### src/pkg/cps_map.svh
`ifndef CPS_MAP_SVH
`define CPS_MAP_SVH

// ***********************************************
// Data addresses
// ***********************************************
`define CPS_ADR_INDIRECT 5'h00
`define CPS_ADR_PCL 4'h2
`define CPS_ADR_STATUS 4'h3
`define CPS_ADR_FSR 4'h4
`define CPS_SEMI_BANK_BIT 4
`define CPS_GLOBAL_BANK 4'h0

// ***********************************************
// Program counter
// ***********************************************
`define CPS_PC_W 12
`define CPS_PC_RST 12'hfff
`define CPS_PC_ONE 12'h001
`define CPS_PC_TWO 12'h002
`define CPS_PC_PAGE_LSB 9

// ***********************************************
// Status fields and reset values
// ***********************************************
`define CPS_ST_C 0
`define CPS_ST_DC 1
`define CPS_ST_Z 2
`define CPS_ST_PD 3
`define CPS_ST_TO 4
`define CPS_ST_PA_LO 5
`define CPS_ST_PA_HI 7
`define CPS_ST_RO_MASK 8'h18
`define CPS_ST_RST 8'h18
`define CPS_FSR_RST 8'h00
`define CPS_BYTE_ZERO 8'h00
`define CPS_BYTE_ONE 8'h01

`endif

### src/pkg/cps_pkg.sv
package cps_pkg;

	// ***********************************************
	// Flag-affecting operations
	// ***********************************************
	typedef enum logic [3:0] {
		CPS_OP_NONE = 4'h0,
		CPS_OP_MOVE = 4'h1,
		CPS_OP_AND = 4'h2,
		CPS_OP_OR = 4'h3,
		CPS_OP_XOR = 4'h4,
		CPS_OP_ADD = 4'h5,
		CPS_OP_SUB = 4'h6,
		CPS_OP_INC = 4'h7,
		CPS_OP_DEC = 4'h8,
		CPS_OP_RR = 4'h9,
		CPS_OP_RL = 4'ha
	} cps_op_t;

	// Resolved data location
	typedef struct packed {
		logic global_hit;
		logic [3:0] bank;
		logic [3:0] idx;
	} cps_loc_t;

	// ALU answer
	typedef struct packed {
		logic [7:0] res;
		logic carry;
		logic digit_carry;
	} cps_alu_t;

endpackage

### src/cps_regs.sv
// What this block does
// - Low eight program counter bits appear at data address 02h, read and write.
// - Program counter spans 4,096 words and steps by one per instruction cycle, by two on skip.
// - Status at 03h: page bits 7-5, timeout 4, power-down 3, Z, DC, C.
// - Software writes never change the timeout and power-down flags.
// - Timeout flag: 1 at power-up, 0 on expiry, 1 on watchdog clear or sleep.
// - Power-down flag: 1 at power-up, 0 on sleep, 1 on watchdog clear.
// - Page bits feed counter top on jump or call; page instruction sets only them.
// - Arithmetic, move and logic ops set zero flag exactly when result is zero.
// - Digit carry: add sets on nibble carry; subtract clears on nibble borrow.
// - Carry: add sets on carry out of bit 7; subtract clears on borrow.
// - A fuse bit chooses whether carry enters add and subtract; default excludes it.
// - Rotate right loads carry from bit 0, rotate left from bit 7.
// - Semi-direct access: pointer upper bits pick bank, opcode picks register.
// - Address 00h accesses the register whose address the pointer holds.
// - Indirect 01h-0Fh hit global bank, higher hit banks 1-F; bank 0 never.
`include "cps_map.svh"

module cps_regs (
	input wire logic clk_sys_i,
	input wire logic rst_i,
	input wire logic step_i,
	input wire logic [4:0] dat_addr_i,
	input wire logic dat_wr_i,
	input wire logic [7:0] dat_wdata_i,
	input wire logic skip_i,
	input wire logic jump_i,
	input wire logic [8:0] jump_target_i,
	input wire logic page_i,
	input wire logic [2:0] page_val_i,
	input wire logic wdt_expire_i,
	input wire logic clrwdt_i,
	input wire logic sleep_i,
	input wire cps_pkg::cps_op_t op_i,
	input wire logic [7:0] opa_i,
	input wire logic [7:0] opb_i,
	input wire logic carry_in_fuse_n_i,
	output cps_pkg::cps_loc_t eff_loc_o,
	output logic [7:0] dat_rdata_o,
	output logic dat_hit_o,
	output logic [7:0] alu_result_o,
	output logic [`CPS_PC_W-1:0] pc_o,
	output logic [7:0] status_o,
	output logic [7:0] file_bank_pointer_o
);

	// ***********************************************
	// Registers
	// ***********************************************
	logic [`CPS_PC_W-1:0] pc_r;
	logic [`CPS_PC_W-1:0] pc_nxt;
	logic [7:0] st_r;
	logic [7:0] st_nxt;
	logic [7:0] fsr_r;
	logic [7:0] res_r;
	cps_pkg::cps_alu_t alu;

	// ***********************************************
	// Address resolution
	// ***********************************************
	wire indirect = (dat_addr_i == `CPS_ADR_INDIRECT);
	wire semi_bank = dat_addr_i[`CPS_SEMI_BANK_BIT];
	wire [3:0] ind_bank = fsr_r[7:4];
	cps_pkg::cps_loc_t loc;
	assign loc.global_hit = indirect ? (ind_bank == `CPS_GLOBAL_BANK) : !semi_bank;
	assign loc.bank = indirect ? ind_bank : (semi_bank ? fsr_r[7:4] : `CPS_GLOBAL_BANK);
	assign loc.idx = indirect ? fsr_r[3:0] : dat_addr_i[3:0];
	assign eff_loc_o = loc;

	wire hit_pcl = loc.global_hit && (loc.idx == `CPS_ADR_PCL);
	wire hit_st = loc.global_hit && (loc.idx == `CPS_ADR_STATUS);
	wire hit_fsr = loc.global_hit && (loc.idx == `CPS_ADR_FSR);
	wire wr = step_i && dat_wr_i;
	assign dat_hit_o = hit_pcl || hit_st || hit_fsr;
	assign dat_rdata_o = hit_pcl ? pc_r[7:0] : hit_st ? st_r : hit_fsr ? fsr_r
		: `CPS_BYTE_ZERO;

	// ***********************************************
	// Flag arithmetic
	// ***********************************************
	cps_alu u_alu (
		.op_i(op_i),
		.opa_i(opa_i),
		.opb_i(opb_i),
		.carry_i(st_r[`CPS_ST_C]),
		.use_carry_i(!carry_in_fuse_n_i),
		.out_o(alu)
	);

	wire is_arith = (op_i == cps_pkg::CPS_OP_ADD) || (op_i == cps_pkg::CPS_OP_SUB);
	wire is_rot = (op_i == cps_pkg::CPS_OP_RR) || (op_i == cps_pkg::CPS_OP_RL);
	wire z_upd = step_i && (op_i != cps_pkg::CPS_OP_NONE) && !is_rot;
	wire dc_upd = step_i && is_arith;
	wire c_upd = step_i && (is_arith || is_rot);

	// ***********************************************
	// Status next value
	// ***********************************************
	always_comb begin
		st_nxt = st_r;
		if (wr && hit_st)
			st_nxt = (dat_wdata_i & ~`CPS_ST_RO_MASK) | (st_r & `CPS_ST_RO_MASK);
		if (step_i && page_i)
			st_nxt[`CPS_ST_PA_HI:`CPS_ST_PA_LO] = page_val_i;
		if (z_upd)
			st_nxt[`CPS_ST_Z] = (alu.res == `CPS_BYTE_ZERO);
		if (dc_upd)
			st_nxt[`CPS_ST_DC] = alu.digit_carry;
		if (c_upd)
			st_nxt[`CPS_ST_C] = alu.carry;
		if (step_i && wdt_expire_i)
			st_nxt[`CPS_ST_TO] = 1'b0;
		if (step_i && (clrwdt_i || sleep_i))
			st_nxt[`CPS_ST_TO] = 1'b1;
		if (step_i && sleep_i)
			st_nxt[`CPS_ST_PD] = 1'b0;
		if (step_i && clrwdt_i)
			st_nxt[`CPS_ST_PD] = 1'b1;
	end

	// ***********************************************
	// Program counter next value
	// ***********************************************
	always_comb begin
		pc_nxt = pc_r;
		if (step_i) begin
			if (jump_i)
				pc_nxt = {st_r[`CPS_ST_PA_HI:`CPS_ST_PA_LO], jump_target_i};
			else if (wr && hit_pcl)
				pc_nxt = {pc_r[`CPS_PC_W-1:8], dat_wdata_i};
			else if (skip_i)
				pc_nxt = pc_r + `CPS_PC_TWO;
			else
				pc_nxt = pc_r + `CPS_PC_ONE;
		end
	end

	always_ff @(posedge clk_sys_i or posedge rst_i) begin
		if (rst_i) begin
			pc_r <= `CPS_PC_RST;
			st_r <= `CPS_ST_RST;
			fsr_r <= `CPS_FSR_RST;
			res_r <= `CPS_BYTE_ZERO;
		end else begin
			pc_r <= pc_nxt;
			st_r <= st_nxt;
			if (wr && hit_fsr)
				fsr_r <= dat_wdata_i;
			if (step_i)
				res_r <= alu.res;
		end
	end

	assign pc_o = pc_r;
	assign status_o = st_r;
	assign file_bank_pointer_o = fsr_r;
	assign alu_result_o = res_r;
endmodule // cps_regs

### src/cps_alu.sv
`include "cps_map.svh"

module cps_alu (
	input wire cps_pkg::cps_op_t op_i,
	input wire logic [7:0] opa_i,
	input wire logic [7:0] opb_i,
	input wire logic carry_i,
	input wire logic use_carry_i,
	output cps_pkg::cps_alu_t out_o
);

	function automatic logic [4:0] nib_add(input logic [3:0] x, input logic [3:0] y,
		input logic ci);
		nib_add = {1'b0, x} + {1'b0, y} + {4'h0, ci};
	endfunction

	wire is_sub = (op_i == cps_pkg::CPS_OP_SUB);
	wire [7:0] b_eff = is_sub ? ~opb_i : opb_i;
	// Subtract is a + ~b + 1 unless the carry chain is enabled
	wire cin = use_carry_i ? carry_i : is_sub;
	wire [4:0] lo = nib_add(opa_i[3:0], b_eff[3:0], cin);
	wire [4:0] hi = nib_add(opa_i[7:4], b_eff[7:4], lo[4]);

	always_comb begin
		out_o.res = opa_i;
		out_o.carry = carry_i;
		out_o.digit_carry = lo[4];
		case (op_i)
			cps_pkg::CPS_OP_MOVE: out_o.res = opb_i;
			cps_pkg::CPS_OP_AND: out_o.res = opa_i & opb_i;
			cps_pkg::CPS_OP_OR: out_o.res = opa_i | opb_i;
			cps_pkg::CPS_OP_XOR: out_o.res = opa_i ^ opb_i;
			cps_pkg::CPS_OP_ADD, cps_pkg::CPS_OP_SUB: begin
				out_o.res = {hi[3:0], lo[3:0]};
				out_o.carry = hi[4];
			end
			cps_pkg::CPS_OP_INC: out_o.res = opa_i + `CPS_BYTE_ONE;
			cps_pkg::CPS_OP_DEC: out_o.res = opa_i - `CPS_BYTE_ONE;
			cps_pkg::CPS_OP_RR: begin
				out_o.res = {carry_i, opa_i[7:1]};
				out_o.carry = opa_i[0];
			end
			cps_pkg::CPS_OP_RL: begin
				out_o.res = {opa_i[6:0], carry_i};
				out_o.carry = opa_i[7];
			end
			default: out_o.res = opa_i;
		endcase
	end

endmodule // cps_alu

### config.mk
export PLATFORM = sky130hd
export DESIGN_NAME = cps_regs
export DESIGN_NICKNAME = d
export VERILOG_FILES = /design/src/pkg/cps_pkg.sv /design/src/cps_regs.sv /design/src/cps_alu.sv
export VERILOG_INCLUDE_DIRS = /design/src /design/src/pkg
export SDC_FILE = /design/constraint.sdc
export NUM_CORES = 1
export LEC_CHECK = 0
export BUFFER_PORTS_ARGS = -buffer_cell sky130_fd_sc_hd__buf_4
export CAP_MARGIN = 20
export CORE_MARGIN = 2
export CORE_UTILIZATION = 45
export CTS_CLUSTER_DIAMETER = 200
export DETAILED_ROUTE_END_ITERATION = 7
export PLACE_DENSITY_LB_ADDON = 0.12
export SLEW_MARGIN = 5
export SYNTH_ARGS = -nofsm -noshare
export SYNTH_HDL_FRONTEND = slang
export SYNTH_SLANG_ARGS = --single-unit
export TNS_END_PERCENT = 5
### constraint.sdc
create_clock -name clk_sys_i -period 3.46 [get_ports clk_sys_i]
set_input_delay 0.692 -clock clk_sys_i [delete_from_list [all_inputs] [get_ports clk_sys_i]]
set_output_delay 0.692 -clock clk_sys_i [all_outputs]
set_load 0.05 [all_outputs]
==> impl_metrics.csv, run 1 <==
group,metric,value,unit
run_status,status,"finished, violations left",
run_status,violations,"setup timing",
route,avgViaCountPerCell,5.726,
clock_tree,clkLatencyLatePin,0.29,ns
synthesis,synth-seq-cells,36,
clock_tree,cts_buffers,5,
sta,worst_pin_slew,0.5229,ns
final_layout,area_growth,32.97,%
final_layout,layout-drive-gt1-share,36.32,%
sta,hold_violations,0,
synthesis,yosys_most_used_dff,"dfrtp_1",
sta,layout_setup_ws,-0.6566,ns
setup_path,worstPathCellList,"buf_6, nor2b_4, and2_4, mux2_4, fa_2, fa_2, a21o_1, a21o_1, fa_2, fa_2, xnor2_2, o221ai_1, nor2_1, o221a_2, or3b_1, o41ai_2",
synthesis,synth_top_area_share,13.92,%
clock_tree,clkTransAtPathRegs,0.08,ns
route,drc,0,
clock_tree,cts_root_buffer,"clkbuf_8",
final_layout,instances_no_fill,711,
die,placementRows,34,
sta,fin_crit_sh,119.0,%
final_layout,multi_input_area,0.002820,mm^2
clock_tree,tritoncts,"done",
die,die_width,97.74,um
route,wl_per_cell,17.49,um
sta,slew_viol_final,0,
setup_path,cp.buffers_inverters,1,
job,drv_cap,0,
synthesis,synth.avg_cell_area,8.430,um^2
die,start_util,45.78,%
synthesis,synth.area.top_cells,"dfrtp_1 14%, ha_1 9.5%, dfstp_2 9.3%",
final_layout,fillers,785,
power,power.leakage,0.002582,uW
setup_path,cp.arrival,4.31,ns
synthesis,ys_warn_count,0,
synthesis,synth_top_area_cell,"dfrtp_1",
synthesis,syn_inst,469,
final_layout,finish.instance_area,0.005258,mm^2
global_routing,gr-total-overflow,0,
die,die_area,0.009552,mm^2
global_routing,grt_use_total,26.04,%
setup_path,crit_start,"op_i[2]",
setup_path,cpMostUsedCell,"fa_2",
clock_tree,h-tree-depth,2,
route,vias,4071,
global_routing,grt_max_degree,39,
sta,tns,-2.400,ns
route,drt_pass1_iterations,5,
synthesis,yosysSeqAreaShare,23.23,%
place,place_inst,702,
setup_path,critical-path-max-stage-delay,0.38,ns
setup_path,endpoint_kind,"register",
final_layout,nets,693,
clock_tree,cts_num_sinks,36,
clock_tree,cts_buffer_depth,2,
setup_path,cp_top_family,"adder cells",
final_layout,antenna_cells,0,
power,power.total,1983,uW
sta,fin_skew,0.005644,ns
global_routing,antenna_found_initial,0,
sta,period_minus_slack,4.117,ns
hold_path,hold_start,"status_o[4]$_DFFE_PP1P_",
sta,rsz0062_at_grt,"yes",
route,antenna_left,0,
power,power_density,377.1,mW/mm^2
setup_path,critPathRequiredTime,3.65,ns
setup_path,reg2reg_from,"status_o[0]$_DFFE_PP0P_",
place,place_area,0.005080,mm^2
die,die_h,97.74,um
synthesis,yosysMostFrequentCell,"nand2_1",
global_routing,grt_pass1_vias,3924,
setup_path,critPathLaunchType,"primary input",
setup_path,path_max_fanout,3,
sta,fmax,242.9,MHz
route,drt_iter0_drc,253,
setup_path,critical_path_class,"primary input to register",
sta,setup_viol,5,
final_layout,ff_latch_area,918.4,um^2
route,wl,12.44,mm
place,dp_hpwl,9.689,mm
global_routing,grt_pass1_wl,20.24,mm
die,boundaryPins,110,
die,coreArea,0.008636,mm^2
synthesis,ys_types,69,
synthesis,synthTopCellsByCount,"50 x nand2_1, 37 x o21ai_0, 35 x a21oi_1",
place,gp_congestion,0.9802,
synthesis,async_flop_share,100.0,%
sta,slew_headroom,65.01,%
hold_path,hold_path_class,"register to register",
power,irDropWorstVdd,0.2883,mV
synthesis,synth-edff-count,0,
place,port_buffers,109,
synthesis,synth_nets,560,
setup_path,crit_slowest_cell,"fa_2",
synthesis,netlist_area,0.003954,mm^2
where the power goes:
part | switching, uW | internal (uW) | leakage, uW | total [uW]
registers | 82.6 | 509 | 0.000421 | 592
clock network | 160 | 214 | 0.0000552 | 374
logic | 609 | 407 | 0.00211 | 1020
through the flow:
| stage | util, % | worst slack, ns | hold WS, ns |
|---|---|---|---|
| after floorplan | - | -1.076 | 0.5726 |
| after global placement | 58.82 | -0.9984 | 0.4876 |
| after detailed placement | 58.82 | -1.074 | 0.4896 |
| after CTS | 60.79 | -0.6525 | 0.5021 |
| after global routing | 60.88 | -0.8257 | 0.5179 |
| final | 60.88 | -0.6566 | 0.5041 |
logic make-up (layout without fill, tap and decap cells):
logic type	Yosys count	count (layout)	share of synthesized area, %
AND/OR/NAND/NOR	144	144	19.21
XOR/XNOR	24	24	5.316
flip-flops	36	36	23.23
AO/OA/AOI/OAI	134	134	22.28
adder cells (fa/ha/maj)	35	35	12.03
multiplexers	38	38	10.85
buffers and inverters	58	192	7.088
state kept, by name, summed over array words and instances (netlist names):
name / count
alu_result_o: 8
file_bank_pointer_o: 8
pc_o: 12
status_o: 8
area by class of cell:
| cell class | count | share of cell area [%] |
|---|---|---|
| clock buffers | 6 | 1.380 |
| clock inverters | 2 | 0.6663 |
| inverters | 31 | 2.213 |
| multi-input cells | 375 | 53.64 |
| flip-flops and latches | 36 | 17.47 |
| well taps | 108 | 2.570 |
| repair buffers | 153 | 22.06 |
final timing paths:
check / cells past startpoint / slack [ns] / end
max in group asynchronous: 3 / 2.59 / pc_o[1]$_DFFE_PP1P_
min in group asynchronous: 3 / 0.51 / alu_result_o[2]$_DFFE_PP0P_
setup / recovery: 16 / -0.66 / status_o[2]$_DFFE_PP0P_
hold reg to reg: 2 / 0.50 / status_o[4]$_DFFE_PP1P_
hold / removal: 2 / 0.50 / status_o[4]$_DFFE_PP1P_
setup reg to reg: 13 / -0.28 / status_o[2]$_DFFE_PP0P_
repair_timing:
item                                    4_1_cts  5_1_grt
setup buffers                                 1        0
resized for setup                            15        1
endpoints found under the setup margin        6        7
pin swaps                                     4        2
hold buffers                                  0        0
tightest hold or removal path, delay by kind of cell (launching register included):
family / cells / cell delay, ns
flip-flops: 1 / 0.40
AND/OR/NAND/NOR: 2 / 0.11
cell usage in the layout (no fill, tap or decap), types with 4 or more instances in the layout:
cell / instances
fa_2: 4
xnor2_1: 15
nor2b_1: 14
dfstp_2: 14
o21ai_0: 37
a21oi_2: 7
nor2_1: 28
mux2i_1: 23
o22ai_1: 6
mux2_4: 10
mux2_2: 5
ha_1: 30
a21o_1: 10
nand3_1: 7
nand4_1: 6
xor2_1: 8
buf_4: 150
o221ai_1: 5
inv_1: 31
a21oi_1: 30
clkbuf_8: 5
dfrtp_1: 22
nand2_1: 50
a31oi_1: 6
nor3_1: 6
layer usage:
| metal | GRT usage [%] | wire [um] | part of all wire, % |
|---|---|---|---|
| met5 | 0 | 0 | 0 |
| met4 | 5.021 | 187 | 1.5 |
| met3 | 4.510 | 975 | 7.8 |
| met2 | 39.52 | 5523 | 44 |
| met1 | 39.29 | 5752 | 46 |
Note: power is estimated with default switching activity, not from simulation.
==> inputs of run 2 (changes only) <==
--- a/config.mk
+++ b/config.mk
@@ -7,7 +7,7 @@
 export NUM_CORES = 1
 export LEC_CHECK = 0
 export BUFFER_PORTS_ARGS = -buffer_cell sky130_fd_sc_hd__buf_4
-export CAP_MARGIN = 20
+export CAP_MARGIN = 5
 export CORE_MARGIN = 2
 export CORE_UTILIZATION = 45
 export CTS_CLUSTER_DIAMETER = 200
==> constraint.sdc (replaced) <==
create_clock -name clk_sys_i -period 5 [get_ports clk_sys_i]
set_input_delay 1 -clock clk_sys_i [delete_from_list [all_inputs] [get_ports clk_sys_i]]
set_output_delay 1 -clock clk_sys_i [all_outputs]
set_load 0.05 [all_outputs]
==> run 2 against run 1 <==
Against the previous run: the run now ends clean; combinational power is 37% lower; cell count fell by 4.6%; via count down 3.6%; clock-buffer cell count increased by 1; design area is 6.6% lower; sequential power shrank 30%; worst setup slack better by 0.97 ns; core utilization shrank 4.0 points; clock skew is 0.0017 ns lower; power decreased by 36%; clock power down 45%; global-route usage is 0.97 points lower; largest power group unchanged.
==> impl_metrics.csv, run 2 (synthesis results as in run 1) <==
group,metric,value,unit
clock_tree,cts_root_buffer,"clkbuf_8",
clock_tree,cts_buffer_depth,2,
global_routing,gr-total-overflow,0,
power,p_switching,573.4,uW
final_layout,finish.instance_area,0.004912,mm^2
clock_tree,cts_num_sinks,36,
sta,hold_violations,0,
power,power_density,257.8,mW/mm^2
die,die_area,0.009552,mm^2
die,start_util,45.78,%
power,power.sequential.fraction,32.7,%
sta,tns,0,ns
die,coreArea,0.008636,mm^2
clock_tree,cts-resized-gates,0,
global_routing,grt_pass1_wl,19.46,mm
setup_path,worstPathCellList,"buf_4, nor2b_2, and2_1, mux2_2, fa_1, fa_2, a21o_1, a21o_1, fa_1, fa_1, xnor2_1, o221ai_1, nor2_1, o221a_2, or3b_1, o41ai_2",
place,port_buffers,109,
sta,fin_skew,0.003938,ns
setup_path,cpMostUsedCell,"fa_1",
final_layout,largest_reg_flops,12,
setup_path,cp_top_family,"adder cells",
setup_path,cp.buffers_inverters,1,
clock_tree,clkLatencyLatePin,0.29,ns
route,vias,3923,
clock_tree,h-tree-depth,2,
hold_path,hold_path_class,"register to register",
place,place_inst,670,
run_status,status,"finished clean",
route,drt_pass1_iterations,5,
sta,slew_viol_final,0,
route,drt_iter0_drc,261,
final_layout,layout-drive-gt1-share,30.35,%
global_routing,grt_max_degree,39,
global_routing,antenna_found_initial,0,
power,internal_power,692.9,uW
place,gp_congestion,0.9889,
route,avgViaCountPerCell,5.786,
sta,period_minus_slack,4.688,ns
setup_path,crit_slowest_cell,"fa_1",
power,pwr-share-clk,16.2,%
setup_path,endpoint_kind,"register",
final_layout,instances_no_fill,678,
route,antenna_left,0,
final_layout,multi_input_area,0.002760,mm^2
final_layout,nets,660,
job,drv_cap,0,
final_layout,antenna_cells,0,
final_layout,area_growth,24.24,%
sta,fin_crit_sh,93.76,%
place,place_area,0.004831,mm^2
die,die_h,97.74,um
final_layout,fillers,828,
sta,rsz0062_at_grt,"no",
clock_tree,cts_hold_buffers,0,
route,drc,0,
sta,fmax,213.3,MHz
setup_path,cp.arrival,4.88,ns
route,wl,12.01,mm
clock_tree,clkTransAtPathRegs,0.07,ns
power,irDropWorstVdd,0.1780,mV
route,wl_per_cell,17.71,um
die,die_width,97.74,um
global_routing,grt_pass1_vias,3674,
setup_path,path_max_fanout,3,
global_routing,grt_use_total,25.08,%
place,dp_hpwl,9.238,mm
setup_path,critical_path_class,"primary input to register",
final_layout,final_common_cell,"buf_4",
final_layout,final_cell_mix,"120 x buf_4, 50 x nand2_1, 37 x o21ai_0",
sta,setup_viol,0,
clock_tree,tritoncts,"done",
clock_tree,post-cts-setup-buffer-count,0,
power,power.leakage,0.002389,uW
clock_tree,cts_buffers,5,
setup_path,critPathRequiredTime,5.19,ns
final_layout,ff_latch_area,918.4,um^2
setup_path,critical-path-max-stage-delay,0.42,ns
sta,slew_headroom,38.13,%
setup_path,critPathLaunchType,"primary input",
die,placementRows,34,
power,p_comb_share,51.1,%
sta,worst_pin_slew,0.9257,ns
die,boundaryPins,110,
power,sw_frac_of_total,45.28,%
sta,whs,0.5022,ns
final_layout,postLayoutCoreUtil,56.88,%
run 2: tightest hold or removal path, cell delays in order (launching register included):
cell and delay, ns:
dfstp_2 0.40, nand2_1 0.06, nand2_1 0.05
run 2: layer usage:
| metal | global-route usage (%) | vias up | wire [um] |
|---|---|---|---|
| li1 | - | 1882 | - |
| met1 | 38.64 | 1861 | 5760 |
| met2 | 36.87 | 157 | 5234 |
| met3 | 4.080 | 23 | 812 |
| met4 | 5.662 | 0 | 204 |
| met5 | 0 | - | 0 |
run 2: final cells by class:
class,instances,area share [%]
inverter,31,2.369
sequential,36,18.70
clock inverter,1,0.1019
tap,108,2.751
multi-input combinational,375,56.19
clock buffer,7,1.554
timing repair buffer,120,18.34
run 2: path summary, 6_finish.rpt:
path / from / end / slack, ns / cells past startpoint
setup / recovery: op_i[1] / status_o[2]$_DFFE_PP0P_ / 0.31 / 16
hold / removal: status_o[4]$_DFFE_PP1P_ / status_o[4]$_DFFE_PP1P_ / 0.50 / 2
setup reg to reg: status_o[0]$_DFFE_PP0P_ / status_o[2]$_DFFE_PP0P_ / 1.01 / 13
hold reg to reg: status_o[4]$_DFFE_PP1P_ / status_o[4]$_DFFE_PP1P_ / 0.50 / 2
max in group asynchronous: rst_i / pc_o[2]$_DFFE_PP1P_ / 3.82 / 3
min in group asynchronous: rst_i / alu_result_o[2]$_DFFE_PP0P_ / 0.82 / 3
run 2: power groups by stage:
stage                     sequential [uW]  clock (uW)  combinational (uW)
after detailed placement              417           0                 644
after floorplan                       557           0                 292
after global placement                417           0                 635
after CTS                             413         208                 647
final                                 414         206                 646
after global routing                  422         223                 692
run 2: metrics by stage:
| stage | total power, uW | worst slack, ns |
|---|---|---|
| after floorplan | 849.6 | 0.008880 |
| after global placement | 1052 | 0.09766 |
| after detailed placement | 1061 | 0.01361 |
| after CTS | 1268 | 0.3258 |
| after global routing | 1338 | 0.09957 |
| final | 1266 | 0.3122 |
